**config.mk**
```make
export PLATFORM = sky130hd
export DESIGN_NAME = motor_pwm_mode_timer_ctrl
export DESIGN_NICKNAME = d
export VERILOG_FILES = /design/src/design/motor_pwm_pkg.sv /design/src/design/motor_pwm_mode_timer_ctrl.sv
export SDC_FILE = /design/constraint.sdc
export NUM_CORES = 1
export LEC_CHECK = 0
export BUFFER_PORTS_ARGS = -buffer_cell sky130_fd_sc_hd__buf_2
export CORE_MARGIN = 2
export CORE_UTILIZATION = 30
export DETAILED_ROUTE_END_ITERATION = 7
export MAX_ROUTING_LAYER = met4
export PLACE_DENSITY = 0.46
export SLEW_MARGIN = 20
export SYNTH_ARGS = -nofsm -noshare
export SYNTH_HDL_FRONTEND = slang
export SYNTH_SLANG_ARGS = --single-unit
```
**constraint.sdc**
```tcl
create_clock -name clock -period 6.7 [get_ports clock]
set_input_delay 1.34 -clock clock [delete_from_list [all_inputs] [get_ports clock]]
set_output_delay 1.34 -clock clock [all_outputs]
set_load 0.01 [all_outputs]
```
**src/design/motor_pwm_pkg.sv**
```systemverilog
// constants for the motor pwm and mode timer block
// assumes a 16-bit register port with byte addresses as printed
package motor_pwm_pkg;

  // ----------------------------------------------------------------
  // register byte addresses
  // ----------------------------------------------------------------
  localparam logic [15:0] ADDR_MODE_TIMER_CTRL_A = 16'h1FA4;
  localparam logic [15:0] ADDR_MODE_TIMER_CTRL_B = 16'h1FA5;
  localparam logic [15:0] ADDR_MODE_TIMER_CAP    = 16'h1FA6;
  localparam logic [15:0] ADDR_MODE_COMPARE_ONE  = 16'h1FA8;
  localparam logic [15:0] ADDR_MODE_COMPARE_TWO  = 16'h1FAA;
  localparam logic [15:0] ADDR_MODE_COMPARE_3    = 16'h1FAC;
  localparam logic [15:0] ADDR_PWM_CTRL_A        = 16'h1FAE;
  localparam logic [15:0] ADDR_PWM_CTRL_B        = 16'h1FAF;
  localparam logic [15:0] ADDR_PHASE_OUTPUT_CTRL = 16'h1FB2;
  localparam logic [15:0] ADDR_DEAD_TIME_SETTING = 16'h1FBE;

  // ----------------------------------------------------------------
  // mode_timer_ctrl_a fields
  // ----------------------------------------------------------------
  localparam int MT_ENABLE      = 0;
  localparam int MT_POS_RESET   = 1;
  localparam int MT_SW_RESET    = 2;
  localparam int MT_OVL_RESET   = 3;
  localparam int MT_T3_RESET    = 4;
  localparam int MT_CLK_LSB     = 5;
  // mode_timer_ctrl_b capture options
  localparam int CAP_POS        = 1;
  localparam int CAP_SW         = 2;
  localparam int CAP_OVL        = 3;

  // ----------------------------------------------------------------
  // pwm_ctrl_a fields
  // ----------------------------------------------------------------
  localparam int PWM_ENABLE     = 0;
  localparam int PWM_CENTER     = 1;
  localparam int PWM_IRQ_LSB    = 2;
  localparam int PWM_LOW_POL    = 4;
  localparam int PWM_UP_POL     = 5;
  localparam int PWM_DUTY_INDEP = 6;
  localparam int PWM_HALF_IRQ   = 7;

  // ----------------------------------------------------------------
  // phase_output_ctrl fields
  // ----------------------------------------------------------------
  localparam int OUT_SYNC_LSB   = 6;
  localparam int OUT_PWM_SEL    = 8;
  localparam int OUT_PWM_SYNC   = 11;
  localparam int OUT_PAT_LSB    = 12;
  localparam int OUT_DIR        = 15;

  // mode timer clock codes; the rest are reserved and stop the timer
  localparam logic [2:0] MTCLK_DIV8   = 3'h0;
  localparam logic [2:0] MTCLK_DIV16  = 3'h2;
  localparam logic [2:0] MTCLK_DIV32  = 3'h4;
  localparam logic [2:0] MTCLK_DIV64  = 3'h6;
  localparam logic [2:0] MTCLK_DIV128 = 3'h1;

  // output update sources
  localparam logic [1:0] SYNC_NONE    = 2'h0;
  localparam logic [1:0] SYNC_POS     = 2'h1;
  localparam logic [1:0] SYNC_TIMER1  = 2'h2;
  localparam logic [1:0] SYNC_TIMER2  = 2'h3;

  // dead time unit in clock cycles (8 / system clock)
  localparam int DEAD_UNIT_CYCLES = 8;
  localparam int DEAD_UNIT_SHIFT  = $clog2(DEAD_UNIT_CYCLES);
  localparam logic [15:0] RESET_VALUE = 16'h0000;

endpackage

```
**src/design/motor_pwm_mode_timer_ctrl.sv**
```systemverilog
// mode timer and three-phase pwm waveform stage for a motor drive unit
// assumes overload and position events are one-cycle pulses on clock,
// and pwm period and duty values come from same-clock registers outside
//
// Operation
// [RULE_01] overload event clears timer when option enabled
// [RULE_02] writing one to bit 2 clears timer
// [RULE_03] position event clears timer when bit 1 set
// [RULE_04] enable bit starts and stops the timer
// [RULE_05] read-only capture plus three compare registers
// [RULE_06] pwm clock is clock over 2,4,8,16
// [RULE_07] pwm interrupt every 1,2,4,8 periods
// [RULE_08] half-period interrupt when bit 7 and field 00
// [RULE_09] duty mode: common U duty or independent
// [RULE_10] bits 5 and 4 set output active levels
// [RULE_11] mode bit picks sawtooth or triangle carrier
// [RULE_12] bit 0 enables waveform output
// [RULE_13] dead time is count times eight clocks
// [RULE_14] bit F reads count direction
// [RULE_15] bits E to C hold expected position pattern
// [RULE_16] sync bit ties output update to pwm period
// [RULE_17] per-phase select of pwm or fixed level
// [RULE_18] two-bit field picks output update event
// [RULE_19] timer clock over 8 to 128, others reserved
// [RULE_20] timer 3 event clears timer when enabled
// [RULE_21] synced output settings wait in a shadow
module motor_pwm_mode_timer_ctrl #(
  parameter int PWM_WIDTH = 12
) (
  // clock and reset
  input  wire logic                 clock,
  input  wire logic                 rst,
  // register port
  input  wire logic [15:0]          regAddr,
  input  wire logic [15:0]          regWrData,
  input  wire logic                 regWrite,
  input  wire logic                 regRead,
  output logic      [15:0]          regRdData,
  // events from neighbouring logic
  input  wire logic                 overloadEvent,
  input  wire logic                 positionEvent,
  // period and duty values
  input  wire logic [PWM_WIDTH-1:0] pwmPeriod,
  input  wire logic [PWM_WIDTH-1:0] dutyU,
  input  wire logic [PWM_WIDTH-1:0] dutyV,
  input  wire logic [PWM_WIDTH-1:0] dutyW,
  // results
  output logic      [2:0]           upperOut,
  output logic      [2:0]           lowerOut,
  output logic                      pwmIrq,
  output logic      [2:0]           timerEvent,
  output logic      [2:0]           expectedPattern
);

  // ----------------------------------------------------------------
  // state
  // ----------------------------------------------------------------
  localparam int DEAD_W_PAD = motor_pwm_pkg::DEAD_UNIT_SHIFT;

  typedef struct packed {
    logic [7:0]                  ctrlA;
    logic [3:0]                  ctrlB;
    logic [15:0]                 capture;
    logic [2:0][15:0]            cmp;
    logic [7:0]                  pwmA;
    logic [1:0]                  pwmB;
    logic [5:0]                  dead;
    logic [14:0]                 outShadow;
    logic [14:0]                 outActive;
    logic [15:0]                 modeTimer;
    logic [6:0]                  pre;
    logic [PWM_WIDTH-1:0]        pwmCnt;
    logic                        dirDown;
    logic [2:0]                  periodDiv;
    logic                        irq;
    logic [2:0]                  tmrEvt;
    logic [2:0][5+DEAD_W_PAD:0]  dtCnt;
    logic [2:0]                  rawPrev;
    logic [2:0]                  upper;
    logic [2:0]                  lower;
    logic [15:0]                 rdata;
  } state_t;

  state_t state_reg;
  state_t state_next;

  logic                 mtTick;
  logic                 pwmTick;
  logic                 mtClear;
  logic                 periodStart;
  logic                 halfPoint;
  logic                 loadOut;
  logic [2:0]           irqMask;
  logic [2:0]           divNext;
  logic [PWM_WIDTH-1:0] duty [3];
  logic                 raw;
  logic                 upAct;
  logic                 loAct;
  logic                 upLvl;
  logic                 loLvl;
  logic                 wrA;

  always_comb begin
    duty[0] = dutyU;
    duty[1] = state_reg.pwmA[motor_pwm_pkg::PWM_DUTY_INDEP] ? dutyV : dutyU; // RULE_09
    duty[2] = state_reg.pwmA[motor_pwm_pkg::PWM_DUTY_INDEP] ? dutyW : dutyU; // RULE_09
  end

  always_comb begin
    state_next  = state_reg;
    state_next.irq    = 1'b0;
    state_next.tmrEvt = 3'h0;
    state_next.pre    = state_reg.pre + 7'h01;
    periodStart = 1'b0;
    halfPoint   = 1'b0;
    raw         = 1'b0;
    upAct       = 1'b0;
    loAct       = 1'b0;
    upLvl       = 1'b0;
    loLvl       = 1'b0;
    wrA         = regWrite && (regAddr == motor_pwm_pkg::ADDR_MODE_TIMER_CTRL_A);

    // ----------------------------------------------------------------
    // prescaler taps
    // ----------------------------------------------------------------
    unique case (state_reg.ctrlA[7:5]) // RULE_19
      motor_pwm_pkg::MTCLK_DIV8:   mtTick = (state_reg.pre[2:0] == 3'h7);
      motor_pwm_pkg::MTCLK_DIV16:  mtTick = (state_reg.pre[3:0] == 4'hF);
      motor_pwm_pkg::MTCLK_DIV32:  mtTick = (state_reg.pre[4:0] == 5'h1F);
      motor_pwm_pkg::MTCLK_DIV64:  mtTick = (state_reg.pre[5:0] == 6'h3F);
      motor_pwm_pkg::MTCLK_DIV128: mtTick = (state_reg.pre == 7'h7F);
      default:                     mtTick = 1'b0;
    endcase
    unique case (state_reg.pwmB) // RULE_06
      2'h0: pwmTick = state_reg.pre[0];
      2'h1: pwmTick = (state_reg.pre[1:0] == 2'h3);
      2'h2: pwmTick = (state_reg.pre[2:0] == 3'h7);
      2'h3: pwmTick = (state_reg.pre[3:0] == 4'hF);
    endcase

    // ----------------------------------------------------------------
    // mode timer
    // ----------------------------------------------------------------
    mtClear = (wrA && regWrData[motor_pwm_pkg::MT_SW_RESET])                      // RULE_02
            || (positionEvent && state_reg.ctrlA[motor_pwm_pkg::MT_POS_RESET])     // RULE_03
            || (overloadEvent && state_reg.ctrlA[motor_pwm_pkg::MT_OVL_RESET])     // RULE_01
            || (state_reg.tmrEvt[2] && state_reg.ctrlA[motor_pwm_pkg::MT_T3_RESET]); // RULE_20
    if (mtClear) begin
      state_next.modeTimer = 16'h0000;
    end else if (state_reg.ctrlA[motor_pwm_pkg::MT_ENABLE] && mtTick) begin // RULE_04
      for (int i = 0; i < 3; i++) begin
        state_next.tmrEvt[i] = (state_reg.modeTimer == state_reg.cmp[i]);
      end
      state_next.modeTimer = state_reg.modeTimer + 16'h0001;
    end
    // capture takes the value before any clear in the same cycle
    if ((regWrite && regAddr == motor_pwm_pkg::ADDR_MODE_TIMER_CTRL_B
         && regWrData[motor_pwm_pkg::CAP_SW])
        || (positionEvent && state_reg.ctrlB[motor_pwm_pkg::CAP_POS])
        || (overloadEvent && state_reg.ctrlB[motor_pwm_pkg::CAP_OVL])) begin
      state_next.capture = state_reg.modeTimer; // RULE_05
    end

    // ----------------------------------------------------------------
    // pwm carrier
    // ----------------------------------------------------------------
    if (!state_reg.pwmA[motor_pwm_pkg::PWM_ENABLE]) begin // RULE_12
      state_next.pwmCnt    = '0;
      state_next.dirDown   = 1'b0;
      state_next.periodDiv = 3'h0;
    end else if (pwmTick) begin
      if (!state_reg.pwmA[motor_pwm_pkg::PWM_CENTER]) begin // RULE_11
        state_next.dirDown = 1'b0;
        halfPoint = (state_reg.pwmCnt == (pwmPeriod >> 1) - 1'b1);
        if (state_reg.pwmCnt >= pwmPeriod - 1'b1) begin
          state_next.pwmCnt = '0;
          periodStart = 1'b1;
        end else begin
          state_next.pwmCnt = state_reg.pwmCnt + 1'b1;
        end
      end else if (!state_reg.dirDown) begin
        if (state_reg.pwmCnt >= pwmPeriod) begin
          state_next.dirDown = 1'b1;
          state_next.pwmCnt  = state_reg.pwmCnt - 1'b1;
          halfPoint = 1'b1;
        end else begin
          state_next.pwmCnt = state_reg.pwmCnt + 1'b1;
        end
      end else if (state_reg.pwmCnt == '0) begin
        state_next.dirDown = 1'b0;
        state_next.pwmCnt  = state_reg.pwmCnt + 1'b1;
        periodStart = 1'b1;
      end else begin
        state_next.pwmCnt = state_reg.pwmCnt - 1'b1;
      end
    end

    // ----------------------------------------------------------------
    // pwm interrupt divider
    // ----------------------------------------------------------------
    unique case (state_reg.pwmA[3:2]) // RULE_07
      2'h0: irqMask = 3'h0;
      2'h1: irqMask = 3'h1;
      2'h2: irqMask = 3'h3;
      2'h3: irqMask = 3'h7;
    endcase
    divNext = state_reg.periodDiv + 3'h1;
    if (periodStart) begin
      state_next.periodDiv = divNext;
    end
    if (state_reg.pwmA[motor_pwm_pkg::PWM_HALF_IRQ] && state_reg.pwmA[3:2] == 2'h0) begin
      state_next.irq = periodStart || halfPoint; // RULE_08
    end else begin
      state_next.irq = periodStart && ((divNext & irqMask) == 3'h0); // RULE_07
    end

    // ----------------------------------------------------------------
    // output settings: shadow and active copy
    // ----------------------------------------------------------------
    unique case (state_reg.outShadow[7:6]) // RULE_18
      motor_pwm_pkg::SYNC_NONE:
        loadOut = !state_reg.outShadow[motor_pwm_pkg::OUT_PWM_SYNC] || periodStart; // RULE_16
      motor_pwm_pkg::SYNC_POS:    loadOut = positionEvent;
      motor_pwm_pkg::SYNC_TIMER1: loadOut = state_reg.tmrEvt[0];
      motor_pwm_pkg::SYNC_TIMER2: loadOut = state_reg.tmrEvt[1];
    endcase
    if (loadOut) begin
      state_next.outActive = state_reg.outShadow; // RULE_21
    end

    // ----------------------------------------------------------------
    // per-phase waveform, dead time, override and polarity
    // ----------------------------------------------------------------
    for (int i = 0; i < 3; i++) begin
      raw = state_reg.pwmA[motor_pwm_pkg::PWM_ENABLE] && (state_reg.pwmCnt < duty[i]);
      if (raw != state_reg.rawPrev[i]) begin
        // both switches stay off while the dead time runs
        state_next.dtCnt[i]   = {state_reg.dead, DEAD_W_PAD'(0)}; // RULE_13
        state_next.rawPrev[i] = raw;
      end else if (state_reg.dtCnt[i] != '0) begin
        state_next.dtCnt[i] = state_reg.dtCnt[i] - 1'b1;
      end
      upAct = state_reg.rawPrev[i] && (state_reg.dtCnt[i] == '0);
      loAct = !state_reg.rawPrev[i] && (state_reg.dtCnt[i] == '0);
      if (state_reg.outActive[motor_pwm_pkg::OUT_PWM_SEL + i]) begin // RULE_17
        upLvl = upAct;
        loLvl = loAct;
      end else begin
        upLvl = state_reg.outActive[2*i+1];
        loLvl = state_reg.outActive[2*i];
      end
      if (!state_reg.pwmA[motor_pwm_pkg::PWM_ENABLE]) begin // RULE_12
        upLvl = 1'b0;
        loLvl = 1'b0;
      end
      // RULE_10
      state_next.upper[i] = upLvl ~^ state_reg.pwmA[motor_pwm_pkg::PWM_UP_POL];
      state_next.lower[i] = loLvl ~^ state_reg.pwmA[motor_pwm_pkg::PWM_LOW_POL];
    end

    // ----------------------------------------------------------------
    // register writes
    // ----------------------------------------------------------------
    if (regWrite) begin
      unique case (regAddr)
        motor_pwm_pkg::ADDR_MODE_TIMER_CTRL_A:
          state_next.ctrlA = regWrData[7:0] & 8'hFB; // RULE_02
        motor_pwm_pkg::ADDR_MODE_TIMER_CTRL_B:
          state_next.ctrlB = regWrData[3:0] & 4'hA;
        motor_pwm_pkg::ADDR_MODE_COMPARE_ONE:  state_next.cmp[0] = regWrData; // RULE_05
        motor_pwm_pkg::ADDR_MODE_COMPARE_TWO:  state_next.cmp[1] = regWrData;
        motor_pwm_pkg::ADDR_MODE_COMPARE_3:    state_next.cmp[2] = regWrData;
        motor_pwm_pkg::ADDR_PWM_CTRL_A:        state_next.pwmA   = regWrData[7:0];
        motor_pwm_pkg::ADDR_PWM_CTRL_B:        state_next.pwmB   = regWrData[1:0];
        motor_pwm_pkg::ADDR_PHASE_OUTPUT_CTRL: state_next.outShadow = regWrData[14:0]; // RULE_15
        motor_pwm_pkg::ADDR_DEAD_TIME_SETTING: state_next.dead   = regWrData[5:0];
        default: ;
      endcase
    end

    // ----------------------------------------------------------------
    // register reads, answered one cycle later
    // ----------------------------------------------------------------
    state_next.rdata = 16'h0000;
    if (regRead) begin
      unique case (regAddr)
        motor_pwm_pkg::ADDR_MODE_TIMER_CTRL_A: state_next.rdata = {8'h00, state_reg.ctrlA};
        motor_pwm_pkg::ADDR_MODE_TIMER_CTRL_B: state_next.rdata = {12'h000, state_reg.ctrlB};
        motor_pwm_pkg::ADDR_MODE_TIMER_CAP:    state_next.rdata = state_reg.capture;
        motor_pwm_pkg::ADDR_MODE_COMPARE_ONE:  state_next.rdata = state_reg.cmp[0];
        motor_pwm_pkg::ADDR_MODE_COMPARE_TWO:  state_next.rdata = state_reg.cmp[1];
        motor_pwm_pkg::ADDR_MODE_COMPARE_3:    state_next.rdata = state_reg.cmp[2];
        motor_pwm_pkg::ADDR_PWM_CTRL_A:        state_next.rdata = {8'h00, state_reg.pwmA};
        motor_pwm_pkg::ADDR_PWM_CTRL_B:        state_next.rdata = {14'h0000, state_reg.pwmB};
        motor_pwm_pkg::ADDR_PHASE_OUTPUT_CTRL:
          state_next.rdata = {state_reg.dirDown, state_reg.outShadow}; // RULE_14
        motor_pwm_pkg::ADDR_DEAD_TIME_SETTING: state_next.rdata = {10'h000, state_reg.dead};
        default: state_next.rdata = 16'h0000;
      endcase
    end
  end

  always_ff @(posedge clock or posedge rst) begin
    if (rst) begin
      state_reg <= '0;
    end else begin
      state_reg <= state_next;
    end
  end

  assign regRdData       = state_reg.rdata;
  assign upperOut        = state_reg.upper;
  assign lowerOut        = state_reg.lower;
  assign pwmIrq          = state_reg.irq;
  assign timerEvent      = state_reg.tmrEvt;
  assign expectedPattern = state_reg.outActive[14:12];
endmodule // motor_pwm_mode_timer_ctrl

```
Yosys cells after proc, flatten, opt, wreduce, memory -nomap -nowiden
Index checks and enable logic that the tools add are counted.
Storage, ports and cells
  bits in registers: 214
  output and inout bits: 29
  bits of input ports: 86
  logic and storage cells: 196
Operators by class
  $lt $le $gt $ge: 5
  add/sub/neg operators: 10
  equal/unequal tests: 38
  reduce and logical (&&, ||, !) cells: 57
  mux-type cells: 52
  bitwise logic cells: 7
Operator list (number)
  == test 16 x 13 -> 1 bit, second input constant: 10
  one-hot mux 16 bit (10 select lines): 1
  two-way mux 12 bit: 5
  two-way mux 9 bit: 6
  two-way mux 13 bit: 4
  == test 16 bit: 3
  two-way mux 16 bit: 3
  < comparator 12 bit: 3
  logical NOT 9 bit: 3
  nonzero test 9 bit: 3
  subtractor 9 x 1 -> 9 bit, second input constant: 3
  two-way mux 1 bit: 25
  greater-or-equal comparator 12 bit: 2
  subtractor 12 x 1 -> 12 bit, second input constant: 2
  logical AND 1 bit: 21
  AND reduction 2 bit: 9
  adder 16 x 1 -> 16 bit, second input constant: 1
  == test 2 bit, second input constant: 7
  adder 12 x 1 -> 12 bit, second input constant: 1
  == test 12 bit: 1
  logical NOT 12 bit: 1
  two-way mux 3 bit: 4
  one-hot mux 3 bit (4 select lines): 1
  subtractor 11 x 1 -> 12 bit, second input constant: 1
  21 further kinds: 49

Longest topological paths before layout
  depth in word-level cells: 8
  gate-level depth with buffers: 15
  gate-level depth less buffers: 14

Least setup slack after synthesis
OpenSTA, ideal clock, no wires.
  kind: input to register
  start point: input pwmPeriod[1]
  end point: register state_reg, in the netlist expectedPattern[0]
  buffers on the path: 1
  data arrival time: 4.338 ns
  library setup time: 0.128 ns
  path slack: 2.235 ns
  cell stages on the path: 15
  cells stage by stage: inv_1 -> ha_1 -> nor4b_1 -> nand2_1 -> nor4_1 -> xnor2_1 -> ha_1 -> a21oi_1 -> o21ai_0 -> nor2_1 -> nand3_1 -> and3_1 -> o21ai_1 -> buf_2 -> mux2_1
Between the ends
  word-level cells in the longest chain between the ends: 8
RTL lines
  start: declaration: RTL line motor_pwm_mode_timer_ctrl.sv:43  | input wire logic [PWM_WIDTH-1:0] pwmPeriod,
  subtractor 12 x 1 -> 12 bit: RTL line motor_pwm_mode_timer_ctrl.sv:175  | if (state_reg.pwmCnt >= pwmPeriod - 1'b1) begin
  greater-or-equal comparator 12 bit: RTL line motor_pwm_mode_timer_ctrl.sv:175
  two-way mux 1 bit: RTL line motor_pwm_mode_timer_ctrl.sv:175
  two-way mux 1 bit: RTL line motor_pwm_mode_timer_ctrl.sv:172  | if (!state_reg.pwmA[motor_pwm_pkg::PWM_CENTER]) begin
  two-way mux 1 bit: RTL line motor_pwm_mode_timer_ctrl.sv:171  | end else if (pwmTick) begin
  two-way mux 1 bit: RTL line motor_pwm_mode_timer_ctrl.sv:167  | if (!state_reg.pwmA[motor_pwm_pkg::PWM_ENABLE]) begin
  logical OR 1 bit: RTL line motor_pwm_mode_timer_ctrl.sv:222  | loadOut = !state_reg.outShadow[motor_pwm_pkg::OUT_PWM_SYNC] || periodStart;
  one-hot mux 1 bit (4 select lines): RTL line motor_pwm_mode_timer_ctrl.sv:220  | unique case (state_reg.outShadow[7:6])
  end signal: assignment: RTL line motor_pwm_mode_timer_ctrl.sv:307  | state_reg <= state_next;
  end: declaration: RTL line motor_pwm_mode_timer_ctrl.sv:84  | state_t state_reg;
No other way between the ends.
A chain may end at the register's enable or synchronous reset.

Worst setup path after layout
  start point: input pwmPeriod[1]
  end point: register state_reg[99] in the netlist's numbering
Same word-level chain as after synthesis.

==> results.ini <==
[worst_setup_path]
reg2reg_slack_ps = 3280
crit_path_end_kind = register
startpoint_type = input pin
ff2ff_path_depth = 10
path_delay_family = simple AND/OR/NAND/NOR gates
setup.worst_path.end = state_reg[99]$_DFFE_PP0P_
startpoint = pwmPeriod[1]
cp_num_buf_inv = 3
crit_top_cell = ha_1
crit_path_max_incr_delay_ps = 700
cpMaxStageDelayCell = nor4b_1
critical_path_class = input pin to register
r2r-end = state_reg[38]$_DFFE_PP0P_
r2r-start = state_reg[139]$_DFFE_PP0P_
arrival_ps = 5230
worstPathCellList = buf_2 > inv_1 > ha_1 > nor4b_1 > nand2_1 > nor3_1 > xnor2_1 > ha_1 > a21oi_1 > o21ai_0 > nor2_1 > nand3_1 > and3_1 > o21ai_1 > buf_4 > mux2_1
crit_fanout = 9
cp_num_cells = 16
crit_required_ps = 7100

[drt]
drtIter0Drc = 584
routed_wl_um = 36200
routed-via-count = 9430
wire_per_inst_um = 19.5
first_pass_iters = 6
antenna_left = 0
via_per_inst = 5.08
drcViolationCount = 0

[timing]
hold_slack_ps = 471
relSlewSlack_pct = 32.4
fin_worst_skew_ps = 21.9
slew_violations = 0
rsz0062_at_grt = false
fin_setup_tns_ps = 0
layout_worst_path_cycle_share_pct = 72.1
hold_violations = 0
fin_crit_ps = 4830
worst_pin_slew_ps = 1010
max_freq_mhz = 207
setup_viol_count_final = 0

[global_routing]
grt_max_degree = 109
met1_usage_pct = 22.6
grt.total_usage_pct = 17.1
grt_pass1_vias = 9640
met3_usage_pct = 1.92
gr-total-overflow = 0
antenna_found_initial = 2
top_usage_layer = met2
grt_use_met2_pct = 28.1
grt_first_pass_wirelength_um = 57000

[clock_network]
clk_path_buf_depth = 3
postCtsSetupRepairBufs = 0
htreeDepth = 1
cts_tree = done
clk_pin_slew_ps = 60
cts.sinks = 211
cts-buffers-inserted = 26
ctsHoldBuffers = 0
clk_latency_ps = 540
cts_root_buf = clkbuf_16
cts-resized-gates = 0

[logic_synthesis]
synth_cell_types = 71
synth_cells = 1226
synthesis.area_sq_um = 12700
ys_seq_area_share_pct = 41.7
syn_nets = 1383
async_flop_share_pct = 100
synth_top_flop_cell = dfrtp_1
synth_edf_count = 0
ys_ff_latch = 211
avgSynthCellArea_sq_um = 10.3
yosysWarnings = 0

[floorplan]
die-area_sq_um = 43900
core_sq_um = 41900
die_x_um = 210
die_y_um = 210
start_util_pct = 30.3
pin_count = 115
placementRows = 75

[status]
status = finished clean

[min_path]
worstHoldStart = state_reg[78]$_DFF_PP0_
hold_class = register to register

[cells_and_area]
nNetsFinal = 1455
largest_reg_flops = 182
areaGrowthSynthToFinish_pct = 13.8
diodes = 0
drive_gt1_share_pct = 15.6

[place]
gp_congestion = 0.856
dp.final_hpwl_um = 26700
place.port_buffers = 114

[power]
ir_drop_mv = 0.154
powerDensity_nw_per_um2 = 205
p_leak_nw = 6.60

[run]
drv_cap = 0

## metrics by stage
stage               area (sq um)  std cells  power (mW)  utilization, %  worst slack (ps)
floorplan                  12700       1226        1.56               -              2230
global placement           13600       1809        1.64            32.5              1430
detailed placement         13600       1809        1.64            32.5              1330
CTS                        14400       1856        3.01            34.4              1870
global route               14400       1856        3.10            34.4              1420
finish                     14400       1856        2.96            34.4              1870
## Yosys cell counts (13+ instances only)
library cell | count | area, sq um
a21oi_1 | 72 | 360
a222oi_1 | 19 | 190
a22oi_1 | 24 | 180
a31oi_1 | 16 | 100
and3_1 | 14 | 87.6
buf_4 | 28 | 210
clkbuf_1 | 38 | 143
dfrtp_1 | 211 | 5280
ha_1 | 71 | 888
inv_1 | 50 | 188
mux2_1 | 116 | 1310
mux2_2 | 13 | 146
mux2i_1 | 20 | 200
nand2_1 | 67 | 251
nand3_1 | 28 | 140
nor2_1 | 85 | 319
nor3_1 | 15 | 75.1
nor4_1 | 21 | 131
o21ai_0 | 13 | 65.1
o21ai_1 | 26 | 130
xnor2_1 | 41 | 359
xor2_1 | 79 | 692
## final cells by class
type / count / area (sq um)
fillers: 4305 / 27400
multi-input cells: 882 / 6770
flip-flops and latches: 211 / 5280
clock buffers: 37 / 763
well taps: 539 / 674
repair buffers: 126 / 673
inverters: 51 / 195
clock inverters: 10 / 58.8
## cell usage in the layout, fill, tap and decap left out, types with 13 or more instances in the layout
| cell | instances |
|---|---|
| a21oi_1 | 72 |
| a222oi_1 | 19 |
| a22oi_1 | 24 |
| a31oi_1 | 15 |
| and3_1 | 14 |
| buf_2 | 114 |
| clkbuf_16 | 27 |
| dfrtp_1 | 210 |
| ha_1 | 71 |
| inv_1 | 49 |
| mux2_1 | 116 |
| mux2_2 | 13 |
| mux2i_1 | 20 |
| nand2_1 | 67 |
| nand3_1 | 28 |
| nor2_1 | 84 |
| nor3_1 | 15 |
| nor4_1 | 21 |
| o21ai_0 | 13 |
| o21ai_1 | 26 |
| xnor2_1 | 41 |
| xor2_1 | 79 |
## kinds of logic after synthesis
logic type | Yosys count | synth area share (%)
AO/OA/AOI/OAI | 213 | 10.8
multiplexers | 149 | 13.0
adder cells (fa/ha/maj) | 71 | 7.01
flip-flops | 211 | 41.7
AND/OR/NAND/NOR | 328 | 14.1
XOR/XNOR | 121 | 8.42
buffers and inverters | 133 | 4.98
## worst min path at each step
stage	cells after the start	endpoint	slack [ps]
2_1_floorplan	1	state_reg[78]$_DFF_PP0_	440
3_3_place_gp	1	state_reg[78]$_DFF_PP0_	460
3_5_place_dp	1	state_reg[78]$_DFF_PP0_	460
4_1_cts	1	state_reg[78]$_DFF_PP0_	470
5_1_grt	1	state_reg[78]$_DFF_PP0_	490
6_report	1	state_reg[78]$_DFF_PP0_	470
## per-layer routing
layer | up-vias | part of all wire (%)
li1 | 4564 | -
met2 | 215 | 47
met1 | 4605 | 47
met3 | 46 | 4.0
met4 | 0 | 1.9
met5 | - | 0
## where the power goes
group | total (mW) | internal (mW) | switching [mW]
sequential | 1.37 | 1.33 | 0.0469
combinational | 0.246 | 0.114 | 0.132
clock | 1.34 | 0.791 | 0.551
Power figures use the tool's default switching activity.
